<file path="src/rtl/bpe_defs.vh">
// Constants for the bridge parity error reporting block
//
// Summary of operation
// - Primary parity error only as primary write target or read initiator.
// - Primary parity error needs primary parity response bit set.
// - Primary bus data parity error on up read, down writes asserts it.
// - Secondary pin at down delayed write completion reported on primary.
// - Secondary parity error only as secondary write target or read master.
// - Secondary parity error needs secondary parity response bit set.
// - Secondary data parity error on down read, up writes asserts it.
// - Primary pin at up delayed write completion reported on secondary.
// - Target side parity pin on posted write raises primary system error.
// - No system error for posted write errors seen as its target.
// - Posted write system error needs both parity response bits set.
// - System error for parity needs system error enable bit.
// - Never system error for read or delayed write parity errors.
// - Delayed write forwarding only when error absent on initiator bus.
// - Secondary master data parity bit set while mastering with response.
// - Each system error assertion also sets signaled system error status.
`ifndef BPE_DEFS_VH
`define BPE_DEFS_VH
// Register byte offsets
`define BPE_REG_CTRL 8'h00
`define BPE_REG_STATUS 8'h04
`define BPE_REG_MASK 8'h08
`define BPE_REG_STATE 8'h0C
// Control fields
`define BPE_CTRL_PRI_RESP 0
`define BPE_CTRL_SERR_EN 1
`define BPE_CTRL_SEC_RESP 2
`define BPE_CTRL_RESET 3'h0
// Status and mask fields
`define BPE_ST_SIG_SERR 0
`define BPE_ST_SEC_MDP 1
`define BPE_ST_PRI_PERR 2
`define BPE_ST_SEC_PERR 3
`define BPE_ST_W 4
`define BPE_ST_RESET 4'h0
// Transaction type codes
`define BPE_TY_READ 2'h0
`define BPE_TY_POSTED 2'h1
`define BPE_TY_DELAYED 2'h2
// Direction codes
`define BPE_DIR_DOWN 1'b0
`define BPE_DIR_UP 1'b1
// AXI responses
`define BPE_RESP_OKAY 2'h0
`define BPE_RESP_SLVERR 2'h2
`endif

</file>
<file path="src/rtl/bpe_line_drv.v">
// Drives one active-low PCI error line on link clock edges
`timescale 1ns/100ps
module bpe_line_drv #(
    parameter HOLD_HIGH = 1
)(
    clk, // Core clock
    rst_n, // Asynchronous reset, active low
    ce, // Clock enable
    linkEdge, // Rising edge of the link clock seen
    req, // Request to assert, one cycle pulse
    lineOut, // Line level when driven
    lineOe_n, // Output enable, low while driving
    busy // Sequence in progress
);
    input wire clk;
    input wire rst_n;
    input wire ce;
    input wire linkEdge;
    input wire req;
    output wire lineOut;
    output wire lineOe_n;
    output wire busy;

    localparam ST_IDLE = 2'h0;
    localparam ST_WAIT = 2'h1;
    localparam ST_LOW = 2'h2;
    localparam ST_HIGH = 2'h3;

    reg [1:0] state_reg;
    reg [1:0] state_next;
    reg pend_reg;

    // Next state; idle leaves on a request, the other states step once per link edge
    always @*
    begin
        state_next = state_reg;
        case (state_reg)
            ST_IDLE: if (req || pend_reg) state_next = ST_WAIT;
            ST_WAIT: if (linkEdge) state_next = ST_LOW;
            ST_LOW: if (linkEdge)
                state_next = (HOLD_HIGH != 0) ? ST_HIGH : ST_IDLE;
            ST_HIGH: if (linkEdge) state_next = ST_IDLE;
            default: state_next = ST_IDLE;
        endcase
    end

    // State and pending request; a request outside idle is held, idle clears it
    always @(posedge clk or negedge rst_n)
    begin
        if (!rst_n)
        begin
            state_reg <= ST_IDLE;
            pend_reg <= 1'b0;
        end
        else if (ce)
        begin
            state_reg <= state_next;
            if (req && state_reg != ST_IDLE)
                pend_reg <= 1'b1;
            else if (state_reg == ST_IDLE)
                pend_reg <= 1'b0;
        end
    end

    // Low for one link clock, then driven high if sustained tri-state
    assign lineOut = (state_reg != ST_LOW);
    assign lineOe_n = !(state_reg == ST_LOW || state_reg == ST_HIGH);
    assign busy = (state_reg != ST_IDLE) || pend_reg;
endmodule

</file>
<file path="src/rtl/bpe_report.v">
// Parity and system error reporting for a two-port PCI bridge
//
// The register offsets and the AXI4-Lite interface to the registers were left to the implementer.
`timescale 1ns/100ps
`include "bpe_defs.vh"
module bpe_report (
    core_clk, // Core clock, 250 MHz
    rst_n, // Asynchronous reset, active low
    ce, // Clock enable, freezes all state when low
    s_axi_awaddr, // Write address
    s_axi_awvalid, // Write address valid
    s_axi_awready, // Write address ready
    s_axi_wdata, // Write data
    s_axi_wstrb, // Write byte strobes
    s_axi_wvalid, // Write data valid
    s_axi_wready, // Write data ready
    s_axi_bresp, // Write response
    s_axi_bvalid, // Write response valid
    s_axi_bready, // Write response ready
    s_axi_araddr, // Read address
    s_axi_arvalid, // Read address valid
    s_axi_arready, // Read address ready
    s_axi_rdata, // Read data
    s_axi_rresp, // Read response
    s_axi_rvalid, // Read data valid
    s_axi_rready, // Read data ready
    irq, // Interrupt, high level
    priPciClk, // Primary PCI clock pin
    secPciClk, // Secondary PCI clock pin
    priPhase, // Bridge data phase on primary bus
    priType, // Primary transaction type
    priDir, // Primary transaction direction
    priParErr, // Data parity error computed on primary
    priInitErr, // Error already seen on initiator bus
    secPhase, // Bridge data phase on secondary bus
    secType, // Secondary transaction type
    secDir, // Secondary transaction direction
    secParErr, // Data parity error computed on secondary
    secInitErr, // Error already seen on initiator bus
    secMaster, // Bridge masters secondary bus
    primary_parity_error_line_in, // Primary parity error pin level
    primary_parity_error_line_out, // Primary parity error drive level
    primary_parity_error_line_oe_n, // Drive enable, low while driving
    secondary_parity_error_line_in, // Secondary parity error pin level
    secondary_parity_error_line_out, // Secondary parity error drive level
    secondary_parity_error_line_oe_n, // Drive enable, low while driving
    primary_system_error_line_out, // System error drive level
    primary_system_error_line_oe_n // Drive enable, low while driving
);
    input wire core_clk;
    input wire rst_n;
    input wire ce;
    input wire [7:0] s_axi_awaddr;
    input wire s_axi_awvalid;
    output wire s_axi_awready;
    input wire [31:0] s_axi_wdata;
    input wire [3:0] s_axi_wstrb;
    input wire s_axi_wvalid;
    output wire s_axi_wready;
    output reg [1:0] s_axi_bresp;
    output reg s_axi_bvalid;
    input wire s_axi_bready;
    input wire [7:0] s_axi_araddr;
    input wire s_axi_arvalid;
    output wire s_axi_arready;
    output reg [31:0] s_axi_rdata;
    output reg [1:0] s_axi_rresp;
    output reg s_axi_rvalid;
    input wire s_axi_rready;
    output wire irq;
    input wire priPciClk;
    input wire secPciClk;
    input wire priPhase;
    input wire [1:0] priType;
    input wire priDir;
    input wire priParErr;
    input wire priInitErr;
    input wire secPhase;
    input wire [1:0] secType;
    input wire secDir;
    input wire secParErr;
    input wire secInitErr;
    input wire secMaster;
    input wire primary_parity_error_line_in;
    output wire primary_parity_error_line_out;
    output wire primary_parity_error_line_oe_n;
    input wire secondary_parity_error_line_in;
    output wire secondary_parity_error_line_out;
    output wire secondary_parity_error_line_oe_n;
    output wire primary_system_error_line_out;
    output wire primary_system_error_line_oe_n;

    // True when the bridge may report on this bus: write target or
    // read initiator. Primary: up read, down writes; secondary mirrored.
    function roleOk;
        input [1:0] ty;
        input dir;
        input onSec;
        begin
            if (ty == `BPE_TY_READ)
                roleOk = (dir == (onSec ? `BPE_DIR_DOWN : `BPE_DIR_UP));
            else
                roleOk = (dir == (onSec ? `BPE_DIR_UP : `BPE_DIR_DOWN));
        end
    endfunction

    // Clock and pin synchronisers plus link edge history
    reg [3:0] syncA_reg;
    reg [3:0] syncB_reg;
    reg priClkOld_reg;
    reg secClkOld_reg;
    always @(posedge core_clk or negedge rst_n)
    begin
        if (!rst_n)
        begin
            syncA_reg <= 4'hF;
            syncB_reg <= 4'hF;
            priClkOld_reg <= 1'b1;
            secClkOld_reg <= 1'b1;
        end
        else if (ce)
        begin
            syncA_reg <= {priPciClk, secPciClk,
                primary_parity_error_line_in,
                secondary_parity_error_line_in};
            syncB_reg <= syncA_reg;
            priClkOld_reg <= syncB_reg[3];
            secClkOld_reg <= syncB_reg[2];
        end
    end

    wire priEdge = syncB_reg[3] && !priClkOld_reg;
    wire secEdge = syncB_reg[2] && !secClkOld_reg;
    wire priPerrSeen = priEdge && !syncB_reg[1];
    wire secPerrSeen = secEdge && !syncB_reg[0];

    // Register file
    reg [2:0] ctrl_reg;
    reg [`BPE_ST_W-1:0] status_reg;
    reg [`BPE_ST_W-1:0] mask_reg;
    wire priResp = ctrl_reg[`BPE_CTRL_PRI_RESP];
    wire secResp = ctrl_reg[`BPE_CTRL_SEC_RESP];
    wire serrEn = ctrl_reg[`BPE_CTRL_SERR_EN];

    // Primary line: own detection or forwarded secondary pin
    wire priOwnErr = priPhase && priParErr
        && roleOk(priType, priDir, 1'b0);
    wire secDwDown = secPhase && secType == `BPE_TY_DELAYED
        && secDir == `BPE_DIR_DOWN;
    wire fwdToPri = secPerrSeen && secDwDown && secResp
        && !secInitErr;
    wire priPerrReq = priResp && (priOwnErr || fwdToPri);

    // Secondary line: own detection or forwarded primary pin
    wire secOwnErr = secPhase && secParErr
        && roleOk(secType, secDir, 1'b1);
    wire priDwUp = priPhase && priType == `BPE_TY_DELAYED
        && priDir == `BPE_DIR_UP;
    wire fwdToSec = priPerrSeen && priDwUp && priResp
        && !priInitErr;
    wire secPerrReq = secResp && (secOwnErr || fwdToSec);

    // System error only for target-side pin on posted writes
    wire pwDown = secPhase && secType == `BPE_TY_POSTED
        && secDir == `BPE_DIR_DOWN && secPerrSeen
        && !secInitErr;
    wire pwUp = priPhase && priType == `BPE_TY_POSTED
        && priDir == `BPE_DIR_UP && priPerrSeen
        && !priInitErr;
    wire serrReq = (pwDown || pwUp) && priResp && secResp
        && serrEn;

    // Master data parity detected on the secondary bus
    wire secMdp = secMaster && secResp && secPhase
        && (secPerrSeen || secParErr);

    // Link line drivers, each steps on its own bus clock
    wire priBusy;
    wire secBusy;
    wire serrBusy;
    bpe_line_drv #(.HOLD_HIGH(1)) uPriPerr (
        .clk(core_clk),
        .rst_n(rst_n),
        .ce(ce),
        .linkEdge(priEdge),
        .req(priPerrReq),
        .lineOut(primary_parity_error_line_out),
        .lineOe_n(primary_parity_error_line_oe_n),
        .busy(priBusy)
    );
    bpe_line_drv #(.HOLD_HIGH(1)) uSecPerr (
        .clk(core_clk),
        .rst_n(rst_n),
        .ce(ce),
        .linkEdge(secEdge),
        .req(secPerrReq),
        .lineOut(secondary_parity_error_line_out),
        .lineOe_n(secondary_parity_error_line_oe_n),
        .busy(secBusy)
    );
    bpe_line_drv #(.HOLD_HIGH(0)) uSerr (
        .clk(core_clk),
        .rst_n(rst_n),
        .ce(ce),
        .linkEdge(priEdge),
        .req(serrReq),
        .lineOut(primary_system_error_line_out),
        .lineOe_n(primary_system_error_line_oe_n),
        .busy(serrBusy)
    );

    // Write channel holding stations, either order accepted
    reg awHeld_reg;
    reg wHeld_reg;
    reg [7:0] awAddr_reg;
    reg [31:0] wData_reg;
    reg [3:0] wStrb_reg;
    assign s_axi_awready = !awHeld_reg && !s_axi_bvalid;
    assign s_axi_wready = !wHeld_reg && !s_axi_bvalid;
    assign s_axi_arready = !s_axi_rvalid;
    wire doWrite = awHeld_reg && wHeld_reg && !s_axi_bvalid;
    wire doRead = s_axi_arvalid && s_axi_arready;

    // Event vector and write-one-to-clear mask
    wire [`BPE_ST_W-1:0] evt;
    assign evt[`BPE_ST_SIG_SERR] = serrReq;
    assign evt[`BPE_ST_SEC_MDP] = secMdp;
    assign evt[`BPE_ST_PRI_PERR] = priPerrReq;
    assign evt[`BPE_ST_SEC_PERR] = secPerrReq;
    wire stSel = doWrite && awAddr_reg == `BPE_REG_STATUS && wStrb_reg[0];
    wire [`BPE_ST_W-1:0] w1c = stSel ? wData_reg[`BPE_ST_W-1:0]
        : {`BPE_ST_W{1'b0}};

    // Bus write side and control registers
    always @(posedge core_clk or negedge rst_n)
    begin
        if (!rst_n)
        begin
            awHeld_reg <= 1'b0;
            wHeld_reg <= 1'b0;
            awAddr_reg <= 8'h00;
            wData_reg <= 32'h00000000;
            wStrb_reg <= 4'h0;
            s_axi_bvalid <= 1'b0;
            s_axi_bresp <= `BPE_RESP_OKAY;
            ctrl_reg <= `BPE_CTRL_RESET;
            mask_reg <= `BPE_ST_RESET;
        end
        else if (ce)
        begin
            if (s_axi_awvalid && s_axi_awready)
            begin
                awHeld_reg <= 1'b1;
                awAddr_reg <= {s_axi_awaddr[7:2], 2'b00};
            end
            if (s_axi_wvalid && s_axi_wready)
            begin
                wHeld_reg <= 1'b1;
                wData_reg <= s_axi_wdata;
                wStrb_reg <= s_axi_wstrb;
            end
            if (doWrite)
            begin
                awHeld_reg <= 1'b0;
                wHeld_reg <= 1'b0;
                s_axi_bvalid <= 1'b1;
                s_axi_bresp <= `BPE_RESP_OKAY;
                case (awAddr_reg)
                    `BPE_REG_CTRL:
                        if (wStrb_reg[0]) ctrl_reg <= wData_reg[2:0];
                    `BPE_REG_MASK:
                        if (wStrb_reg[0])
                            mask_reg <= wData_reg[`BPE_ST_W-1:0];
                    `BPE_REG_STATUS: ;
                    `BPE_REG_STATE: ;
                    default: s_axi_bresp <= `BPE_RESP_SLVERR;
                endcase
            end
            else if (s_axi_bvalid && s_axi_bready)
                s_axi_bvalid <= 1'b0;
        end
    end

    // Sticky status, a new event wins over a clear
    always @(posedge core_clk or negedge rst_n)
    begin
        if (!rst_n)
            status_reg <= `BPE_ST_RESET;
        else if (ce)
            status_reg <= (status_reg & ~w1c) | evt;
    end

    // Read side
    always @(posedge core_clk or negedge rst_n)
    begin
        if (!rst_n)
        begin
            s_axi_rvalid <= 1'b0;
            s_axi_rdata <= 32'h00000000;
            s_axi_rresp <= `BPE_RESP_OKAY;
        end
        else if (ce)
        begin
            if (doRead)
            begin
                s_axi_rvalid <= 1'b1;
                s_axi_rresp <= `BPE_RESP_OKAY;
                s_axi_rdata <= 32'h00000000;
                case ({s_axi_araddr[7:2], 2'b00})
                    `BPE_REG_CTRL: s_axi_rdata[2:0] <= ctrl_reg;
                    `BPE_REG_STATUS:
                        s_axi_rdata[`BPE_ST_W-1:0] <= status_reg;
                    `BPE_REG_MASK:
                        s_axi_rdata[`BPE_ST_W-1:0] <= mask_reg;
                    `BPE_REG_STATE:
                        s_axi_rdata[2:0] <= {serrBusy, secBusy, priBusy};
                    default: s_axi_rresp <= `BPE_RESP_SLVERR;
                endcase
            end
            else if (s_axi_rvalid && s_axi_rready)
                s_axi_rvalid <= 1'b0;
        end
    end

    // Level interrupt from unmasked sticky bits
    assign irq = |(status_reg & mask_reg);
endmodule

</file>
<file path="config.mk">
export PLATFORM = sky130hd
export DESIGN_NAME = bpe_report
export DESIGN_NICKNAME = d
export VERILOG_FILES = /design/src/rtl/bpe_line_drv.v /design/src/rtl/bpe_report.v
export VERILOG_INCLUDE_DIRS = /design/src /design/src/rtl
export SDC_FILE = /design/constraint.sdc
export NUM_CORES = 1
export LEC_CHECK = 0
export BUFFER_PORTS_ARGS = -buffer_cell sky130_fd_sc_hd__buf_2
export CORE_MARGIN = 1
export CORE_UTILIZATION = 25
export CTS_CLUSTER_DIAMETER = 60
export DETAILED_ROUTE_END_ITERATION = 10
export PLACE_DENSITY_LB_ADDON = 0.05
export RECOVER_POWER = 100
export SLEW_MARGIN = 20
export SYNTH_ARGS = -nofsm -noshare
export SYNTH_HDL_FRONTEND = slang
export SYNTH_SLANG_ARGS = --single-unit
export TNS_END_PERCENT = 10
</file>
<file path="constraint.sdc">
create_clock -name core_clk -period 2.48 [get_ports core_clk]
set_input_delay 0.496 -clock core_clk [delete_from_list [all_inputs] [get_ports core_clk]]
set_output_delay 0.496 -clock core_clk [all_outputs]
set_load 0.01 [all_outputs]
</file>
==> summary.md, run 1 <==
| Metric | Value |
|---|---|
| Die ar. | 0.0113 mm^2 |
| Ant. Diodes | 0 |
| Root buffer cell | clkbuf_8 |
| Total CTS buffers | 5 |
| NumNets Final | 393 |
| Mapped Area | 0.00273 mm^2 |
| Vias in the first global route | 1912 |
| Chip width | 107 um |
| Worst hold stages | 3 |
| Fillcell total | 1130 |
| RSZ-0062 raised after global routing | false |
| Synthesized flop and latch total | 51 |
| Hold path startpoint | s_axi_wstrb[0] |
| Mux contribution to synthesized area | 15.6% |
| Initial DRC Count | 59 |
| Share of layout cells above drive strength 1 | 29.3% |
| Core Region | 0.0105 mm^2 |
| Sequential-to-total area share from yosys stat | 47.2% |
| Simple-gate share of the synthesized area | 13.9% |
| Critical path endpoint category | register |
| Clock tree sinks | 51 |
| Starting Density | 26.1% |
| Worst slew margin | 18.9% |
| Synth top area share | 37.6% |
| Peak Freq | 489 MHz |
| CTS resizes | 0 |
| FF+latch area | 0.00129 mm^2 |
| First-pass GRT wire length | 10.1 mm |
| Number of synthesized flops with an enable pin | 0 |
| Area occupied by multi-input gates | 0.00123 mm^2 |
| # IOs | 125 |
| R2R Path Start | awAddr_reg[5] |
| PwrDens | 872 mW/mm^2 |
| Drt pass-1 iters | 4 |
| Final core utilization | 30.3% |
| Cell taking the most area after synthesis | dfrtp_1 |
| Max reg flops | 6 |
| Worst hold path endpoint | wStrb_reg[0] |
| Final TNS setup | 0 ns |
| Dpl ws | 0.342 ns |
| HPWL Detailed | 4.86 mm |
| Vias | 1891 |
| H-tree depth reported by CTS | 2 |
| Synth Flop Type | dfrtp_1 |
| Most frequent cells in the layout | dfrtp_1 (41), buf_2 (39), conb_1 (30) |
| Startpoint class of the critical path | register |
| Asr flop ratio synth | 100% |
| Largest family of logic cells by synthesized area | multiplexers |
| Final ANT Viol Nets | 0 |
| CTS max path bufs | 2 |
| Synth cell types | 45 |
| Worst Reg2Reg Path Length in Cells | 4 |
| Worst Slack Setup Final | 0.434 ns |
| Xor/xnor share of the synthesized area | 0% |
| Total wire length | 6.19 mm |
| CTS Hold Buffers Added | 0 |
| Tot GR Track Use | 11.6% |
| Gp weighted congestion | 0.689 |
| Worst setup path class | reg -> reg |
| Synth top area cells | dfrtp_1 (38%), mux2_2 (12%), dfstp_2 (9.6%) |
| Syn avg cell area | 11.5 um^2 |
| Commonest non-fill, non-tap cell in the layout | dfrtp_1 |
| Yosys warns | 0 |
| Number of max-cap violations | 0 |
| Peak VDD IR | 0.000285 V |
| DRC viols | 0 |
| R2R setup slack | 0.43 ns |
| Row count | 37 |
| Max Clock Skew | 0.00649 ns |
| Routed vias/inst | 4.27 |
| Final worst-path cycle share | 82.5% |
| Port-buffer cells | 59 |
| Clock Latency Late Sink | 0.30 ns |
| Worst Path Arrival | 2.23 ns |
| Die Y | 107 um |
| Compound-Gate Fraction of Synth Area | 8.20% |
| Minimum clock period | 2.05 ns |
| Pin count of the biggest net entering global routing | 31 |
| Leakage power | 1.45 nW |
| Slew Limit Fails | 0 |
| Outcome | finished, final reports clean |
| Number of setup violations in the final report | 0 |
| Crit-path max FO | 3 |
| DR WL/cell | 14.0 um |
| Total grt overflow | 0 |
| Hold Fails Final Rpt | 0 |
| Initial antenna violation count | 0 |
| Gate Count Post-Synth | 238 |
| Crit path required time | 2.67 ns |
| Setup bufs post-CTS | 0 |
| Synth Area in Adders | 4.58% |
| CTS tree | done |
| Worst-Margin Slew | 1.22 ns |
| Worst r2r dst | ctrl_reg[1] |
| Hold WC Path Type | in -> reg |
| Synth-to-Final Area Change | 15.9% |
| Clock slew at reported path FFs | 0.09 ns |
-- report_power, final --
group / switching, mW / internal, mW / leakage, nW
clock: 0.276 / 0.403 / 0.0654
sequential: 0.197 / 1.08 / 0.627
combinational: 0.415 / 0.389 / 0.756
-- synth_stat cells (all sizes together), types with 3 or more instances --
master and number:
dfstp 10, nor2 11, dfrtp 41, nand3 5
a22o 4, nor2b 3, nor3 3, nand4b 3
buf 31, ha 10, o21a 3, mux2 30
nand4 3, inv 14, a21oi 4, mux4 3
a21o 3, nand2 19, o21ai 7
-- worst max-delay path by stage --
stage / start / end / depth (start not counted)
floorplan: awAddr_reg[5] / ctrl_reg[0] / 4
global placement: priPhase / uSecPerr.state_reg[1] / 5
detailed placement: priPhase / uSecPerr.state_reg[1] / 5
CTS: syncB_reg[2] / uPriPerr.state_reg[1] / 4
global route: rst_n / uSerr.pend_reg / 2
finish: awAddr_reg[5] / ctrl_reg[1] / 4
-- area by class of cell --
class | instances | share of cell area, %
repair buffers | 64 | 9.17
flip-flops and latches | 51 | 40.7
clock buffers | 6 | 2.29
well taps | 136 | 5.37
clock inverters | 2 | 1.90
multi-input cells | 170 | 38.9
inverters | 14 | 1.66
-- worst max-delay path: stages, from the launching register on --
cell     delay (ns)
dfrtp_1        0.39
or4_4          0.55
nor4_1         0.39
and2b_1        0.26
mux2_2         0.34
-- layer usage --
metal  global-route usage, %  vias to the layer above  part of all wire [%]
li1                        -                      913                     -
met1                    15.9                      916                    48
met2                    18.5                       57                    46
met3                    2.82                        5                   5.2
met4                    2.64                        0                  0.78
met5                       0                        -                     0
-- cells by family after synthesis --
kind of cell | Yosys count
buf+inv | 46
other cells | 1
mux | 35
simple gates | 63
fa+ha+maj | 10
flops | 51
compound gates | 32
-- stage by stage --
| step | power, mW | cell area (um^2) | instances | hold WS, ns |
|---|---|---|---|---|
| floorplan | 1.88 | 2840 | 267 | 0.200 |
| global placement | 2.16 | 3120 | 435 | 0.487 |
| detailed placement | 2.18 | 3120 | 435 | 0.490 |
| CTS | 2.88 | 3260 | 443 | 0.175 |
| global route | 2.98 | 3170 | 443 | 0.401 |
| finish | 2.76 | 3170 | 443 | 0.393 |
Note: power is estimated with default switching activity, not from simulation.
==> run 2, diff against run 1 <==
--- a/config.mk
+++ b/config.mk
@@ -6,6 +6,7 @@
 export SDC_FILE = /design/constraint.sdc
 export NUM_CORES = 1
 export LEC_CHECK = 0
+export ABC_AREA = 1
 export BUFFER_PORTS_ARGS = -buffer_cell sky130_fd_sc_hd__buf_2
 export CORE_MARGIN = 1
 export CORE_UTILIZATION = 25
==> constraint.sdc (replaced) <==
create_clock -name core_clk -period 2 [get_ports core_clk]
set_input_delay 0.4 -clock core_clk [delete_from_list [all_inputs] [get_ports core_clk]]
set_output_delay 0.4 -clock core_clk [all_outputs]
set_load 0.01 [all_outputs]
==> run 2 against run 1 <==
  * Critical path depth is the same
  * Flip-flop and latch count did not move
  * Total power increased by 34%
  * Clock skew decreased by 0.0025 ns
  * Critical endpoint is now secondary_parity_error_line_oe_n
  * Wire length is 6.3% higher
  * Synthesized cell count increased by 60%
  * The flow now finishes with violations (design-rule violations)
  * Die area rose by 6.6%
==> summary.md, run 2 <==
| Metric | Value |
|---|---|
| Fillcell total | 1272 (+13%) |
| Root buffer cell | clkbuf_16 |
| Number of setup violations in the final report | 0 (unchanged) |
| Total CTS buffers | 5 (unchanged) |
| Max Clock Skew | 0.00400 ns (-0.00249 ns) |
| Clock Latency Late Sink | 0.29 ns (about the same) |
| Logic pwr share | 32.0% (+2.9 points) |
| Gate Count Post-Synth | 380 (+60%) |
| CTS Hold Buffers Added | 0 (unchanged) |
| First-pass GRT wire length | 11.0 mm (+8.8%) |
| Hold path startpoint | s_axi_awaddr[5] |
| Final TNS setup | 0 ns (unchanged) |
| Synthesized flop and latch total | 51 (unchanged) |
| CTS tree | done |
| Drt pass-1 iters | 7 (+3) |
| Chip width | 110 um (+3.2%) |
| Peak VDD IR | 0.000395 V (+39%) |
| HPWL Detailed | 4.99 mm (+2.6%) |
| Final instance count without filler cells | 589 (+33%) |
| Share of layout cells above drive strength 1 | 14.6% (-15 points) |
| Crit path required time | 1.60 ns (-1.07 ns) |
| Asr flop ratio synth | 100% (unchanged) |
| Minimum clock period | 1.74 ns |
| Switch share | 36.5% (+4.4 points) |
| CTS max path bufs | 2 (unchanged) |
| Number of max-cap violations | 0 (unchanged) |
| Port-buffer cells | 59 (unchanged) |
| PwrDens | 1100 mW/mm^2 (+27%) |
| Placed instance count | 582 (+34%) |
| Synth top area share | 35.2% (-2.4 points) |
| Critical path endpoint category | output pin |
| Clock tree sinks | 51 (unchanged) |
| Mapped Area | 0.00291 mm^2 (+6.7%) |
| Die Y | 110 um (+3.2%) |
| Vias in the first global route | 2164 (+13%) |
| Synth Flop Type | dfrtp_1 |
| Commonest non-fill, non-tap cell in the layout | nand2_1 |
| Final ANT Viol Nets | 0 (unchanged) |
| Tot GR Track Use | 11.9% (+0.28 points) |
| Worst setup path class | reg -> out |
| # IOs | 125 (unchanged) |
| Hold Fails Final Rpt | 0 (unchanged) |
| DRC viols | 2 (+2) |
| Worst hold path endpoint | awAddr_reg[5] |
| Vias | 2349 (+24%) |
| Worst Path Arrival | 1.34 ns (-0.89 ns) |
| Synth cell types | 30 (-33%) |
| Worst slew margin | 11.7% (-7.2 points) |
| Area occupied by multi-input gates | 0.00125 mm^2 (+1.4%) |
| Worst Reg2Reg Path Length in Cells | 9 (+5) |
| Most common library cells after synthesis | nand2_1 (118), inv_1 (46), nor2_1 (46), dfrtp_1 (41), buf_4 (30) |
| DR WL/cell | 11.2 um (-20%) |
| Worst r2r dst | uSecPerr.state_reg[0] |
| Core Region | 0.0114 mm^2 (+8.7%) |
| Total wire length | 6.58 mm (+6.3%) |
| Cell with the most instances after synthesis | nand2_1 |
| Sequential-to-total area share from yosys stat | 44.2% (-3.0 points) |
| CTS resizes | 0 (unchanged) |
| R2R Path Start | syncB_reg[3] |
| Initial antenna violation count | 0 (unchanged) |
| Initial DRC Count | 102 (+73%) |
| FF+latch area | 0.00129 mm^2 (unchanged) |
| Starting Density | 25.6% (-0.48 points) |
| Hold WC Path Type | in -> reg |
| Most frequent cells in the layout | nand2_1 (120), nor2_1 (49), inv_1 (47) |
| Int Power | 2.35 mW (+25%) |
| Leakage power | 1.77 nW (+22%) |
| Cell taking the most area after synthesis | dfrtp_1 |
| Startpoint class of the critical path | register |
| Flop pwr share | 42.1% (-4.2 points) |
| H-tree depth reported by CTS | 2 (unchanged) |
| Gp weighted congestion | 0.751 (+9.0%) |
| RSZ-0062 raised after global routing | false |
| Crit-path max FO | 4 (+1) |
| Ant. Diodes | 0 (unchanged) |
| Peak Freq | 575 MHz |
| Clock share of power | 26.0% (+1.4 points) |
| Row count | 39 (+5.4%) |
| Max reg flops | 6 (unchanged) |
| Worst-Margin Slew | 1.32 ns (+0.108 ns) |
| Worst hold stages | 3 (unchanged) |
| Slew Limit Fails | 0 (unchanged) |
| Die ar. | 0.0121 mm^2 (+6.6%) |
| Routed vias/inst | 3.99 (-6.6%) |
| Synth-to-Final Area Change | 15.2% |
| Final worst-path cycle share | 86.9% |
| Syn avg cell area | 7.67 um^2 (-33%) |
| Total grt overflow | 0 (unchanged) |
| Number of synthesized flops with an enable pin | 0 (unchanged) |
| NumNets Final | 533 (+36%) |
| Clock slew at reported path FFs | 0.07 ns (-0.02 ns) |
| Switching Power | 1.35 mW (+52%) |
| Setup bufs post-CTS | 0 (unchanged) |
| R2R setup slack | 0.49 ns (+0.06 ns) |
| Outcome | finished, violations left |
| Pin count of the biggest net entering global routing | 52 (+68%) |
| Failing checks | design-rule violations |
| Yosys warns | 0 (unchanged) |
| Synth top area cells | dfrtp_1 (35%), nand2_1 (15%), dfstp_2 (9.0%) |
run 2: kinds of logic (layout without fill, tap and decap cells):
group	Yosys count	in the layout	share of synthesized area, %
flip-flops	51	51	44.2
AO/OA/AOI/OAI	35	35	6.87
other	1	30	0.129
adder cells (fa/ha/maj)	10	10	4.29
buffers and inverters	83	120	14.7
AND/OR/NAND/NOR	200	200	29.8
run 2: area by class of cell:
type,count,share of cell area (%)
inverters,50,5.59
well taps,143,5.33
multi-input cells,275,37.2
flip-flops and latches,51,38.4
repair buffers,63,8.72
clock buffers,6,3.84
clock inverters,1,0.895
run 2: critical path, stage by stage (launching register included):
cell      delay (ns)
dfrtp_1         0.39
inv_1           0.09
ha_1            0.23
nor2_1          0.16
clkbuf_1        0.18
run 2: how the worst max path moves through the flow:
stage / from / end / slack [ns] / cells after the start
global placement: ce / status_reg[1] / 0.54 / 6
detailed placement: ce / status_reg[1] / 0.51 / 6
finish: uSecPerr.state_reg[0] / secondary_parity_error_line_oe_n / 0.26 / 4
global route: uPriPerr.state_reg[0] / primary_parity_error_line_oe_n / 0.17 / 4
CTS: uSecPerr.state_reg[0] / secondary_parity_error_line_oe_n / 0.27 / 4
floorplan: uSecPerr.state_reg[0] / uSecPerr.state_reg[0] / 0.57 / 8
run 2: stage by stage:
stage | util [%] | setup WS, ns | instance area (um^2) | hold slack [ns] | total power, mW
final | 29.5 | 0.261 | 3360 | 0.300 | 3.70
after detailed placement | 29.0 | 0.510 | 3300 | 0.426 | 2.90
after global routing | 29.5 | 0.168 | 3360 | 0.309 | 4.05
after floorplan | - | 0.570 | 3020 | 0.104 | 2.49
after CTS | 30.4 | 0.271 | 3460 | 0.111 | 3.88
after global placement | 29.0 | 0.539 | 3300 | 0.427 | 2.89
run 2: power by group through the flow:
stage               Combinational [mW]  Sequential (mW)  Clock, mW
floorplan                        0.937             1.56          0
global placement                  1.29             1.60          0
detailed placement                1.30             1.60          0
CTS                               1.31             1.58      0.998
global route                      1.40             1.61       1.03
finish                            1.18             1.56      0.962
run 2: per-layer routing:
metal  track usage [%]  vias up  routed length [um]
li1                  -     1240                   -
met2              19.3       53                2940
met4              3.43        0                  76
met5                 0        -                   0
met1              16.2     1050                3330
met3              2.07        6                 238
==> run 3, diff against run 2 <==
--- a/config.mk
+++ b/config.mk
@@ -8,8 +8,9 @@
 export LEC_CHECK = 0
 export ABC_AREA = 1
 export BUFFER_PORTS_ARGS = -buffer_cell sky130_fd_sc_hd__buf_2
+export CAP_MARGIN = 5
 export CORE_MARGIN = 1
-export CORE_UTILIZATION = 25
+export CORE_UTILIZATION = 47
 export CTS_CLUSTER_DIAMETER = 60
 export DETAILED_ROUTE_END_ITERATION = 10
 export PLACE_DENSITY_LB_ADDON = 0.05
==> run 3 against run 2 <==
  * Sequential share of layout area rose by 1.7 points
  * Combinational power is essentially flat
  * Largest cell class unchanged
  * Die area decreased by 46%
  * The flow now finishes without violations
==> summary.md, run 3 (synthesis results as in run 2) <==
| Metric | Value |
|---|---|
| Outcome | finished, final reports clean |
| Vias | 2366 (+0.72%) |
| DR WL/cell | 10.6 um (-5.0%) |
| Tot Pwr | 3.31 mW (-11%) |
| Worst hold path endpoint | syncA_reg[0] |
| NumNets Final | 534 (+0.19%) |
| CTS max path bufs | 2 (unchanged) |
| Root buffer cell | clkbuf_8 |
| Worst r2r dst | mask_reg[3] |
| Commonest non-fill, non-tap cell in the layout | nand2_1 |
| Fillcell total | 612 (-52%) |
| Clock slew at reported path FFs | 0.09 ns (+0.02 ns) |
| Tot GR Track Use | 18.6% (+6.7 points) |
| Clock Latency Late Sink | 0.30 ns (about the same) |
| Critical-path top delay cell | dfrtp_1 |
| Startpoint class of the critical path | register |
| Gp weighted congestion | 0.763 (+1.6%) |
| Critical path endpoint category | output pin |
| Worst-Margin Slew | 0.780 ns (-0.544 ns) |
| H-tree depth reported by CTS | 2 (unchanged) |
| Share of layout cells above drive strength 1 | 15.0% (+0.38 points) |
| Metal2 WL | 2.58 mm (-12%) |
| Slew Limit Fails | 0 (unchanged) |
| Crit-path max cell delay | 0.42 ns (+0.03 ns) |
| Crit-path max FO | 4 (unchanged) |
| Crit path cell chain | inv_1 -> ha_1 -> nor2_1 -> clkbuf_1 |
| # IOs | 125 (unchanged) |
| Worst hold stages | 3 (unchanged) |
| First-pass GRT wire length | 9.29 mm (-15%) |
| Number of setup violations in the final report | 0 (unchanged) |
| HPWL Detailed | 4.38 mm (-12%) |
| Minimum clock period | 1.78 ns (+0.0392 ns) |
| Die ar. | 0.00652 mm^2 (-46%) |
| Total grt overflow | 0 (unchanged) |
| Max reg flops | 6 (unchanged) |
| Routed vias/inst | 4.52 (+13%) |
| Row count | 28 (-28%) |
| Setup bufs post-CTS | 0 (unchanged) |
| Synth-to-Final Area Change | 10.4% |
| Most frequent cells in the layout | nand2_1 (118), inv_1 (48), nor2_1 (47) |
| Final worst-path cycle share | 88.9% (+2.0 points) |
| Drt pass-1 iters | 4 (-3) |
| Max Used Layer | met4 |
| Total wire length | 5.55 mm (-16%) |
| Port-buffer cells | 59 (unchanged) |
| Total CTS buffers | 5 (unchanged) |
| Clock tree sinks | 51 (unchanged) |
| Pin count of the biggest net entering global routing | 28 (-46%) |
| Crit path required time | 1.60 ns (about the same) |
| Final ANT Viol Nets | 0 (unchanged) |
| RSZ-0062 raised after global routing | false |
| Peak Freq | 562 MHz (-2.2%) |
| Chip width | 80.7 um (-27%) |
| Starting Density | 48.9% (+23 points) |
| PwrDens | 1030 mW/mm^2 (-6.8%) |
| Peak VDD IR | 0.000533 V (+35%) |
| Leakage power | 1.74 nW (-1.8%) |
| WL met1 | 2.70 mm (-19%) |
| Worst setup path class | reg -> out |
| Worst Slack Setup Final | 0.222 ns (-0.0392 ns) |
| Worst Reg2Reg Path Length in Cells | 5 (-4) |
| R2R Path Start | s_axi_bvalid |
| Vias in the first global route | 2130 (-1.6%) |
| Dpl ws | 0.545 ns (+0.0351 ns) |
| Max Clock Skew | 0.00689 ns (+0.00289 ns) |
| Number of max-cap violations | 0 (unchanged) |
| WL met3 | 213 um (-11%) |
| Hold path startpoint | secondary_parity_error_line_in |
| CTS tree | done |
| Hold WC Path Type | in -> reg |
| Worst slew margin | 48.0% (+36 points) |
| Initial DRC Count | 91 (-11%) |
| Hold Fails Final Rpt | 0 (unchanged) |
| Core Region | 0.00596 mm^2 (-48%) |
| Final TNS setup | 0 ns (unchanged) |
| DRC viols | 0 (-2) |
| Initial antenna violation count | 0 (unchanged) |
| Die Y | 80.7 um (-27%) |
| Ant. Diodes | 0 (unchanged) |
| R2R setup slack | 0.46 ns (-0.03 ns) |
| Worst Path Arrival | 1.38 ns (+0.04 ns) |
==> run 3: repair_timing <==
item                       CTS  global route
setup endpoints to repair    0             0
hold endpoints to repair     3             0
resized for setup            0             0
hold buffers                 1             0
==> run 3: layer usage <==
layer / vias up / GRT usage [%]
met3: 6 / 4.27
li1: 1243 / -
met4: 0 / 4.82
met1: 1068 / 24.4
met2: 49 / 31.1
met5: - / 0
==> run 3: power breakdown <==
part           internal, mW  leakage [nW]  switching (mW)
Clock                 0.246        0.0422           0.331
Sequential             1.35         0.634           0.205
Combinational         0.415          1.07           0.758
==> run 3: how the worst max path moves through the flow <==
stage / startpoint / to / slack (ns) / cells past startpoint
after floorplan: uSecPerr.state_reg[0] / uSecPerr.state_reg[0] / 0.57 / 8
after global placement: uSecPerr.state_reg[0] / uSecPerr.state_reg[0] / 0.56 / 8
after detailed placement: uSecPerr.state_reg[0] / uSecPerr.state_reg[0] / 0.54 / 8
after CTS: uPriPerr.state_reg[0] / primary_parity_error_line_oe_n / 0.23 / 4
after global routing: uPriPerr.state_reg[0] / primary_parity_error_line_oe_n / 0.09 / 4
final: uPriPerr.state_reg[0] / primary_parity_error_line_oe_n / 0.22 / 4
==> run 3: cell type report <==
| cell class | instances | area [um^2] | area share (%) |
|---|---|---|---|
| Clock inverter | 1 | 5.00 | 0.156 |
| Sequential cell | 51 | 1290 | 40.0 |
| Clock buffer | 7 | 76.3 | 2.37 |
| Multi-Input combinational cell | 275 | 1250 | 39.0 |
| Timing Repair Buffer | 64 | 313 | 9.72 |
| Tap cell | 75 | 93.8 | 2.92 |
| Inverter | 50 | 188 | 5.83 |
==> run 3: through the flow <==
stage / util, % / cells / hold WS, ns / instance area (um^2)
2_1_floorplan: - / 409 / 0.104 / 3020
3_3_place_gp: 54.0 / 514 / 0.321 / 3210
3_5_place_dp: 54.0 / 514 / 0.321 / 3210
4_1_cts: 55.5 / 523 / 0.279 / 3310
5_1_grt: 54.0 / 523 / 0.283 / 3220
6_report: 54.0 / 523 / 0.285 / 3220
==> run 3: worst max-delay path: cells and delay by family, from the launching register on <==
family,cells,cell delay [ns]
buffers and inverters,2,0.27
flip-flops,1,0.42
AND/OR/NAND/NOR,1,0.16
adder cells (fa/ha/maj),1,0.23
